<file path="config.mk">
export PLATFORM = sky130hd
export DESIGN_NAME = aab_exec
export DESIGN_NICKNAME = d
export VERILOG_FILES = /design/src/hw/aab_pkg.sv /design/src/hw/aab_exec.sv /design/src/hw/aab_phase_gen.sv
export VERILOG_INCLUDE_DIRS = /design/src /design/src/hw
export SDC_FILE = /design/constraint.sdc
export NUM_CORES = 1
export LEC_CHECK = 0
export BUFFER_PORTS_ARGS = -buffer_cell sky130_fd_sc_hd__buf_2
export CAP_MARGIN = 20
export CORE_MARGIN = 10
export CORE_UTILIZATION = 53
export CTS_CLUSTER_SIZE = 8
export DETAILED_ROUTE_END_ITERATION = 10
export PLACE_DENSITY = 0.8
export SYNTH_ARGS = -nofsm -noshare
export SYNTH_HDL_FRONTEND = slang
export SYNTH_SLANG_ARGS = --single-unit
</file>
<file path="constraint.sdc">
create_clock -name I_MCLK -period 4.2 [get_ports I_MCLK]
set_clock_uncertainty 0.05 [all_clocks]
set_input_delay 0.42 -clock I_MCLK [delete_from_list [all_inputs] [get_ports I_MCLK]]
set_output_delay 0.42 -clock I_MCLK [all_outputs]
set_load 0.01 [all_outputs]
</file>
<file path="src/hw/aab_cfg.svh">
// Constants of the accumulator ALU and bit operation datapath
// Assumes inclusion by the design modules, the checker and the bench
`ifndef AAB_CFG_SVH
`define AAB_CFG_SVH
`define AAB_PHASES 4
`define AAB_W_RST 8'h00
`define AAB_FLAG_RST 3'h0
`define AAB_FLAG_C 0
`define AAB_FLAG_DC 1
`define AAB_FLAG_Z 2
`define AAB_TMR_ADDR 7'h01
`define AAB_PORTA_ADDR 7'h05
`define AAB_IO_PORT_TWO_ADDR 7'h06
`endif

</file>
<file path="src/hw/aab_pkg.sv">
// Types of the accumulator ALU and bit operation datapath
// Assumes the constants header is on the include path
package aab_pkg;
   typedef enum logic [3:0] {
      AAB_OP_NOP,
      AAB_OP_ADD_LIT,
      AAB_OP_ADD_FILE,
      AAB_OP_AND_LIT,
      AAB_OP_AND_FILE,
      AAB_OP_BIT_CLR,
      AAB_OP_BIT_SET,
      AAB_OP_BIT_SKIP,
      AAB_OP_BRANCH
   } aab_op_t;
   typedef enum logic {
      AAB_ST_EXEC,
      AAB_ST_FLUSH
   } aab_state_t;
endpackage
</file>
<file path="src/hw/aab_exec.sv">
// Execution datapath: literal and file add/and, bit clear/set, bit test skip
// Assumes a decoder presents one operation per instruction cycle, held stable
// for all four phases, and file memory read data valid in the same cycle.
// Operation
// - Port read-modify-write sources come from pins
// - Writing timer counter clears assigned prescaler
// - Branch or true skip takes two cycles
// - Literal add updates acc, C, DC, Z
// - File add to selected destination, flags
// - Destination bit zero acc, one file
// - Literal AND updates acc, Z only
// - File AND to destination, Z only
// - Bit clear, other bits, flags unchanged
// - Bit set, other bits, flags unchanged
// - Bit one skips next as no-operation
// - Instruction cycle is four oscillator periods
`include "aab_cfg.svh"
module aab_exec
   import aab_pkg::*;
(
   // Clock and reset
   input wire logic I_MCLK,
   input wire logic I_SYS_RST,
   // Decoded instruction
   input wire aab_op_t i_op,
   input wire logic [7:0] i_literal,
   input wire logic [6:0] i_file_addr,
   input wire logic [2:0] i_bit_sel,
   input wire logic i_dest_file,
   // File memory and pins
   input wire logic [7:0] i_file_rdata,
   input wire logic [7:0] i_port_a_pins,
   input wire logic [7:0] i_port_b_pins,
   input wire logic i_psa_to_wdt,
   // Results
   output logic [7:0] O_ACC,
   output logic O_CARRY,
   output logic O_DIGIT_CARRY_FLAG,
   output logic O_ZERO,
   output logic O_FILE_WE,
   output logic [6:0] O_FILE_WADDR,
   output logic [7:0] O_FILE_WDATA,
   output logic O_PRESCALER_CLR,
   output logic O_FLUSH_NEXT,
   output logic O_CYCLE_DONE
);
   logic [7:0] acc_reg;
   logic [2:0] flag_reg;
   logic file_we_reg;
   logic [6:0] file_waddr_reg;
   logic [7:0] file_wdata_reg;
   logic psc_clr_reg;
   logic flush_reg;
   logic done_reg;
   aab_state_t state_reg;
   logic cycle_end;
   logic commit;
   logic writes_acc;
   logic [7:0] pa_s1_reg, pa_s2_reg, pb_s1_reg, pb_s2_reg;
   logic [7:0] src;
   logic [8:0] sum;
   logic [4:0] low_sum;
   logic [7:0] result;
   logic [7:0] operand;
   logic [7:0] bit_mask;
   logic take_two;
   logic writes_file;

   function automatic logic [7:0] onehot8(input logic [2:0] b);
      onehot8 = 8'h01 << b;
   endfunction

   // Adds and ANDs share operand selection, flag updates and destination select
   function automatic logic is_add(input aab_op_t op);
      is_add = (op == AAB_OP_ADD_LIT) || (op == AAB_OP_ADD_FILE);
   endfunction

   function automatic logic is_and(input aab_op_t op);
      is_and = (op == AAB_OP_AND_LIT) || (op == AAB_OP_AND_FILE);
   endfunction

   function automatic logic is_lit(input aab_op_t op);
      is_lit = (op == AAB_OP_ADD_LIT) || (op == AAB_OP_AND_LIT);
   endfunction

   function automatic logic is_file_alu(input aab_op_t op);
      is_file_alu = (op == AAB_OP_ADD_FILE) || (op == AAB_OP_AND_FILE);
   endfunction

   aab_phase_gen u_phase (
      .i_clk(I_MCLK),
      .i_rst(I_SYS_RST),
      .o_phase(),
      .o_cycle_end(cycle_end)
   );

   // Pin synchronisers; only the second stage is read
   always_ff @(posedge I_MCLK) begin
      pa_s1_reg <= i_port_a_pins;
      pa_s2_reg <= pa_s1_reg;
      pb_s1_reg <= i_port_b_pins;
      pb_s2_reg <= pb_s1_reg;
   end

   // Port addresses read the pins, not the output latch, so a read-modify-write
   // writes back what the pins really show
   always_comb begin
      if (i_file_addr == `AAB_PORTA_ADDR) begin
         src = pa_s2_reg;
      end else if (i_file_addr == `AAB_IO_PORT_TWO_ADDR) begin
         src = pb_s2_reg;
      end else begin
         src = i_file_rdata;
      end
   end

   assign operand = is_lit(i_op) ? i_literal : src;
   assign sum = {1'b0, acc_reg} + {1'b0, operand};
   assign low_sum = {1'b0, acc_reg[3:0]} + {1'b0, operand[3:0]};
   assign bit_mask = onehot8(i_bit_sel);

   always_comb begin
      result = 8'h00;
      unique case (i_op)
         AAB_OP_ADD_LIT, AAB_OP_ADD_FILE: result = sum[7:0];
         AAB_OP_AND_LIT, AAB_OP_AND_FILE: result = acc_reg & operand;
         AAB_OP_BIT_CLR: result = src & ~bit_mask;
         AAB_OP_BIT_SET: result = src | bit_mask;
         AAB_OP_NOP, AAB_OP_BIT_SKIP, AAB_OP_BRANCH: result = 8'h00;
         default: result = 8'h00;
      endcase
   end

   assign writes_file = (is_file_alu(i_op) && i_dest_file)
      || (i_op == AAB_OP_BIT_CLR) || (i_op == AAB_OP_BIT_SET);
   assign writes_acc = is_lit(i_op) || (is_file_alu(i_op) && !i_dest_file);
   assign commit = cycle_end && (state_reg == AAB_ST_EXEC);
   assign take_two = (i_op == AAB_OP_BRANCH)
      || ((i_op == AAB_OP_BIT_SKIP) && ((src & bit_mask) != 8'h00));

   // Sequencer: second cycle of a two-cycle instruction is a no-operation
   always_ff @(posedge I_MCLK) begin
      if (I_SYS_RST) begin
         state_reg <= AAB_ST_EXEC;
      end else if (cycle_end) begin
         unique case (state_reg)
            AAB_ST_EXEC: state_reg <= take_two ? AAB_ST_FLUSH : AAB_ST_EXEC;
            AAB_ST_FLUSH: state_reg <= AAB_ST_EXEC;
         endcase
      end
   end

   // Working register: written only by an executing cycle, never by a flush cycle
   always_ff @(posedge I_MCLK) begin
      if (I_SYS_RST) begin
         acc_reg <= `AAB_W_RST;
      end else if (commit && writes_acc) begin
         acc_reg <= result;
      end
   end

   // Flags: adds update all three, ANDs only zero, bit operations none
   always_ff @(posedge I_MCLK) begin
      if (I_SYS_RST) begin
         flag_reg <= `AAB_FLAG_RST;
      end else if (commit) begin
         if (is_add(i_op)) begin
            flag_reg[`AAB_FLAG_C] <= sum[8];
            flag_reg[`AAB_FLAG_DC] <= low_sum[4];
            flag_reg[`AAB_FLAG_Z] <= (result == 8'h00);
         end
         if (is_and(i_op)) begin
            flag_reg[`AAB_FLAG_Z] <= (result == 8'h00);
         end
      end
   end

   // File write port; address and data are valid while the strobe is high
   always_ff @(posedge I_MCLK) begin
      if (I_SYS_RST) begin
         file_we_reg <= 1'b0;
         file_waddr_reg <= 7'h00;
         file_wdata_reg <= 8'h00;
      end else begin
         file_we_reg <= commit && writes_file;
         file_waddr_reg <= i_file_addr;
         file_wdata_reg <= result;
      end
   end

   // Any write to the timer counter clears the prescaler while the timer owns it
   always_ff @(posedge I_MCLK) begin
      if (I_SYS_RST) begin
         psc_clr_reg <= 1'b0;
      end else begin
         psc_clr_reg <= commit && writes_file && (i_file_addr == `AAB_TMR_ADDR) && !i_psa_to_wdt;
      end
   end

   // Tells the fetch side to discard the next instruction
   always_ff @(posedge I_MCLK) begin
      if (I_SYS_RST) begin
         flush_reg <= 1'b0;
      end else begin
         flush_reg <= commit && take_two;
      end
   end

   // One pulse per instruction cycle, flush cycles included
   always_ff @(posedge I_MCLK) begin
      if (I_SYS_RST) begin
         done_reg <= 1'b0;
      end else begin
         done_reg <= cycle_end;
      end
   end

   // Outputs are the registers themselves
   assign O_ACC = acc_reg;
   assign O_CARRY = flag_reg[`AAB_FLAG_C];
   assign O_DIGIT_CARRY_FLAG = flag_reg[`AAB_FLAG_DC];
   assign O_ZERO = flag_reg[`AAB_FLAG_Z];
   assign O_FILE_WE = file_we_reg;
   assign O_FILE_WADDR = file_waddr_reg;
   assign O_FILE_WDATA = file_wdata_reg;
   assign O_PRESCALER_CLR = psc_clr_reg;
   assign O_FLUSH_NEXT = flush_reg;
   assign O_CYCLE_DONE = done_reg;
endmodule

</file>
<file path="src/hw/aab_phase_gen.sv">
// Four-phase instruction cycle sequencer
// Assumes one oscillator period per clock edge
`include "aab_cfg.svh"
module aab_phase_gen
   import aab_pkg::*;
(
   input wire logic i_clk,
   input wire logic i_rst,
   output logic [1:0] o_phase,
   output logic o_cycle_end
);
   logic [1:0] phase_reg;
   always_ff @(posedge i_clk) begin
      if (i_rst) begin
         phase_reg <= 2'h0;
      end else begin
         phase_reg <= phase_reg + 2'h1;
      end
   end
   assign o_phase = phase_reg;
   assign o_cycle_end = (phase_reg == 2'(`AAB_PHASES - 1));
endmodule

</file>
==> After elaboration in Yosys (flattened, before gate mapping) <==
Index checks and enable logic that the tools add are counted.
{ "totals": {"reg_bits": 65, "input_bits": 50, "memories": 0, "ramBits": 0, "latchBits": 0, "rom_bits": 0, "wordCells": 71} }
{ "op_classes": {"mul": 0, "shifts": 1, "add_sub_neg": 3, "n_mux": 8, "bitwise": 6, "n_reduce_logical": 26, "n_lt_le_gt_ge": 0, "n_eq_ne": 12, "n_div": 0} }
{ "ops": {"columns": ["op", "n"], "rows": [
  ["$pmux 8 s4", 1],
  ["$and 8x8->8", 3],
  ["$mux 8", 3],
  ["$eq 4x3->1 const B", 4],
  ["$eq 7x3->1 const B", 2],
  ["$add 8x8->9", 1],
  ["$logic_and 1x1->1", 9],
  ["$eq 4x2->1 const B", 2],
  ["$logic_not 8->1", 1],
  ["$logic_or 1x1->1", 8],
  ["$not 8->8", 1],
  ["$or 8x8->8", 1],
  ["$reduce_bool 8->1", 1],
  ["$shl 1x3->8 const A", 1],
  ["$eq 7x1->1 const B", 1],
  ["$add 4x4->5", 1],
  ["$eq 4x1->1 const B", 1],
  ["$eq 4x4->1 const B", 1],
  ["$reduce_and 2->1", 2],
  ["$reduce_or 2->1", 2],
  ["$mux 3", 1],
  ["$add 2x1->2 const B", 1],
  ["$eq 2x2->1 const B", 1],
  ["$logic_not 1->1", 2],
  ["other kinds (4)", 5]
]} }

==> Depth between registers and ports, before layout <==
{ "depth": {"ltp_word": 9, "depth_mapped": 14} }

==> By module <==
From an unflattened synthesis, not the netlist that was laid out.
{ "hier_totals": {"hier_cells": 325, "hier_area_um2": 3062.9} }
{ "modules_own_cells": {"columns": ["mod", "instances", "cells_each", "area_each_um2"], "rows": [
  ["aab_exec", 1, 320, 3000.4],
  ["aab_phase_gen", 1, 5, 62.6]
]} }

==> Worst setup path after synthesis <==
OpenSTA, ideal clock, no wires.
{ "synth_path": {"path_kind": "in2reg", "from": "in i_file_addr[6]", "to": "reg flag_reg[2]", "path_slack_ns": 0.768, "path_buffers": 1, "t_arrival_ns": 3.298, "setup_ns": 0.084, "cell_stages": 13, "path_cell_list": "or4_4 > buf_6 > o21ai_2 > nand3_1 > mux2_2 > ha_1 > fa_1 > a21o_1 > a21oi_1 > xnor2_1 > a221oi_1 > nand4b_1 > o31ai_2"} }
{ "synth_via": {"elab_chain_cells": 9, "word_cells_on_any_way": 13, "cone_classes": "add/sub (1); eq/ne (2); mux (6); bitwise (3); reduce/logical (1)"} }
{ "synth_rtl": {"columns": ["element", "line", "source"], "rows": [
  ["start, declared", "aab_exec.sv:27", "input wire logic [6:0] i_file_addr,"],
  ["$eq 7x3->1 (no line)", null, null],
  ["$mux 8", "aab_exec.sv:110", "end else if (i_file_addr == `AAB_IO_PORT_TWO_ADDR) begin"],
  ["$mux 8 *", "aab_exec.sv:108", "if (i_file_addr == `AAB_PORTA_ADDR) begin"],
  ["$mux 8", "aab_exec.sv:117", "assign operand = is_lit(i_op) ? i_literal : src;"],
  ["$add 8x8->9 / $and 8x8->8 (equally long branches)", "aab_exec.sv:118, aab_exec.sv:126", null],
  ["$pmux 8 s4 *", "aab_exec.sv:124", "unique case (i_op)"],
  ["$logic_not 8->1 *", "aab_exec.sv:170, aab_exec.sv:173", null],
  ["$mux 3", "aab_exec.sv:167", "if (is_add(i_op)) begin"],
  ["$mux 1 *", "aab_exec.sv:172", "if (is_and(i_op)) begin"],
  ["end signal, assigned by index", "aab_exec.sv:168", "flag_reg[`AAB_FLAG_C] <= sum[8];"],
  ["end signal, assigned by index", "aab_exec.sv:170", "flag_reg[`AAB_FLAG_Z] <= (result == 8'h00);"],
  ["end signal, assigned by index", "aab_exec.sv:173", "flag_reg[`AAB_FLAG_Z] <= (result == 8'h00);"],
  ["end, declared", "aab_exec.sv:48", "logic [2:0] flag_reg;"]
]} }
Mark *: on every way between the ends. The rest lies on a longest branch, timed or not. The select of a mux whose other input is x is not followed.
A chain may end at the register's enable or synchronous reset.

==> Worst setup path in the final report <==
Ends and elaborated chain as after synthesis.

==> results.cfg <==
[clocking]
cts_inserted_buffers = 9
cts_setup_buffers = 0
hold_buffers = 0
cts-resized-gates = 0
clkSinkCount = 65
htreeDepth = 3
clock_path_buffers = 2
clk_latency_ns = 0.35
clk_pin_slew_ns = 0.07
cts_tree = yes
root_buffer = clkbuf_8

[die]
die-area_um2 = 9350
ios = 80
num_rows = 27
die_w_um = 96.7
initial_core_util_pct = 55.6
die_y_um = 96.7
design.core.area_um2 = 5610

[yosys]
synthDistinctLibCells = 59
synth_flop_cell = dfxtp_1
syn-instance-count = 320
synthArstFlopShare_pct = 0
synth_top_cell_by_area = dfxtp_1
seq_area_frac_synth_pct = 41.7
netlist.area_leader.share_pct = 41.7
yosys-top-cells-area = dfxtp_1, ha_1, nor2_1, a221oi_2, nor2b_1
synth_nets = 381
yosysWarnings = 0
syn_area_um2 = 3120
synth_seq_cells = 65
synth-edff-count = 0
syn-mean-instance-area_um2 = 9.74

[final_layout]
fill_cells = 482
drive_gt1_share_pct = 33.8
mostFrequentLayoutCells = buf_2, dfxtp_1, nor2_1
area_growth_pct = 18.7
diodes = 0
multiInputGateArea_um2 = 1690
final_nets = 454
register_area_um2 = 1300
final_common_cell = buf_2

[drt]
vias_per_cell = 5.79
drtPass1Iterations = 4
route.detailed.drc = 0
wl_mm = 7.83
ant_nets = 0
routedWlPerCell_um = 16.7
vias = 2717
first_iter_violations = 202

[timing]
drv_slew = 0
period_share_pct = 84.0
hold_viol = 0
min_period_ns = 3.53
fin_ws_ns = 0.670
fin_setup_tns_ns = 0
max-slew-margin-rel_pct = 31.2
rsz0062_at_grt = false
fin_hold_ws_ns = 0.117
worstMarginPinSlew_ns = 1.03
max_freq_mhz = 283
setup_viol = 0

[setup_path]
cp_top_family = compound AO/OA/AOI/OAI gates
crit_path_cell_trace = buf_2, or4_4, o21ai_2, nand3_1, mux2_2, ha_1, fa_1, a21o_1, a21oi_1, xnor2_1, a221oi_1, nand4b_1, o31ai_2
cp_slowest_cell = or4_4
cp.arrival_ns = 3.74
worstSetupPathType = in -> reg
crit_fanout = 12
critPathBufInv = 1
cp_num_cells = 13
worst_setup_path_end_kind = flop
max_stage_delay_ns = 0.65
r2r_cells = 12
timing.critical_path.from_type = primary input
cp.required_ns = 4.41

[grt]
grt_antenna_before_repair = 0
track_usage_pct = 16.4
grt_pass1_vias = 2602
grt_pass1_wl_mm = 12.8
overflow = 0
grt_max_degree = 33

[outcome]
outcome = complete, no violations

[worst_hold_path]
hold_class = in -> reg
hold_path_depth = 1

[placement]
port_buffers = 79
detailedPlace.worstSlack_ns = 0.346
gp_congestion = 0.870
place_hpwl_mm = 6.11

[pwr]
p_leak_nw = 1.56
irDropWorstVdd_uv = 261
power_density_nw_per_um2 = 351

[run]
drv_cap = 0
## synthesized netlist by cell type (6+ instances only)
cell type	count
clkbuf_1	10
nand3_1	13
o21ai_0	8
or3b_2	6
dfxtp_1	65
nor2_1	29
inv_1	6
a21oi_1	11
buf_2	7
mux2_2	7
ha_1	10
nand4_1	7
nor2b_1	15
a211oi_1	8
nand2b_1	6
a221oi_2	7
a41oi_1	7
nand3b_1	8
and3_1	6
## layer usage
| layer | GRT usage [%] | vias to the layer above | routed length [µm] |
|---|---|---|---|
| li1 | - | 1355 | - |
| met1 | 20.7 | 1248 | 3570 |
| met2 | 24.8 | 99 | 3570 |
| met3 | 5.04 | 15 | 563 |
| met4 | 7.55 | 0 | 123 |
| met5 | 0 | - | 0 |
## final timing paths
path,start,endpoint,slack (ns)
max,i_file_addr[6],flag_reg[2],0.67
min,i_port_a_pins[0],pa_s1_reg[0],0.12
max reg2reg,pa_s2_reg[0],flag_reg[2],0.97
min reg2reg,pa_s1_reg[6],pa_s2_reg[6],0.28
## metrics by stage
stage	util [%]	instance area, µm²	instances	power (mW)
global placement	63.0	3530	454	0.850
CTS	66.0	3700	469	1.31
global route	66.0	3700	469	1.36
floorplan	-	3120	320	0.792
detailed placement	63.0	3530	454	0.855
finish	66.0	3700	469	1.30
## cell type report
class | instances | area share (%)
timing repair buffer | 83 | 11.5
tap | 72 | 2.43
inverter | 6 | 0.609
sequential | 65 | 35.2
clock inverter | 6 | 1.22
clock buffer | 9 | 3.35
multi-input combinational | 228 | 45.7
## worst reg2reg max path: stages, from the launching register on
cell	delay (ns)
dfxtp_1	0.30
and2_1	0.15
a32oi_1	0.25
nand3_1	0.15
mux2_2	0.29
ha_1	0.23
fa_1	0.42
a21o_1	0.22
a21oi_1	0.24
xnor2_1	0.13
a221oi_1	0.31
nand4b_1	0.17
o31ai_2	0.24
## report_power, final
part	leakage [nW]	switching (mW)	internal, mW
logic	0.943	0.111	0.0801
clock network	0.0777	0.244	0.212
registers	0.539	0.00782	0.644
## kinds of logic after synthesis
group                      count (synthesis)  share of synthesized area (%)
and+or+nand+nor                          119                           22.7
AOI/OAI and AO/OA                         84                           22.4
DFF                                       65                           41.7
buffers and inverters                     27                           4.01
adders and majority gates                 11                           4.65
muxes                                      8                           2.85
xor gates and xnor gates                   6                           1.69
Note: power is estimated with default switching activity, not from simulation.
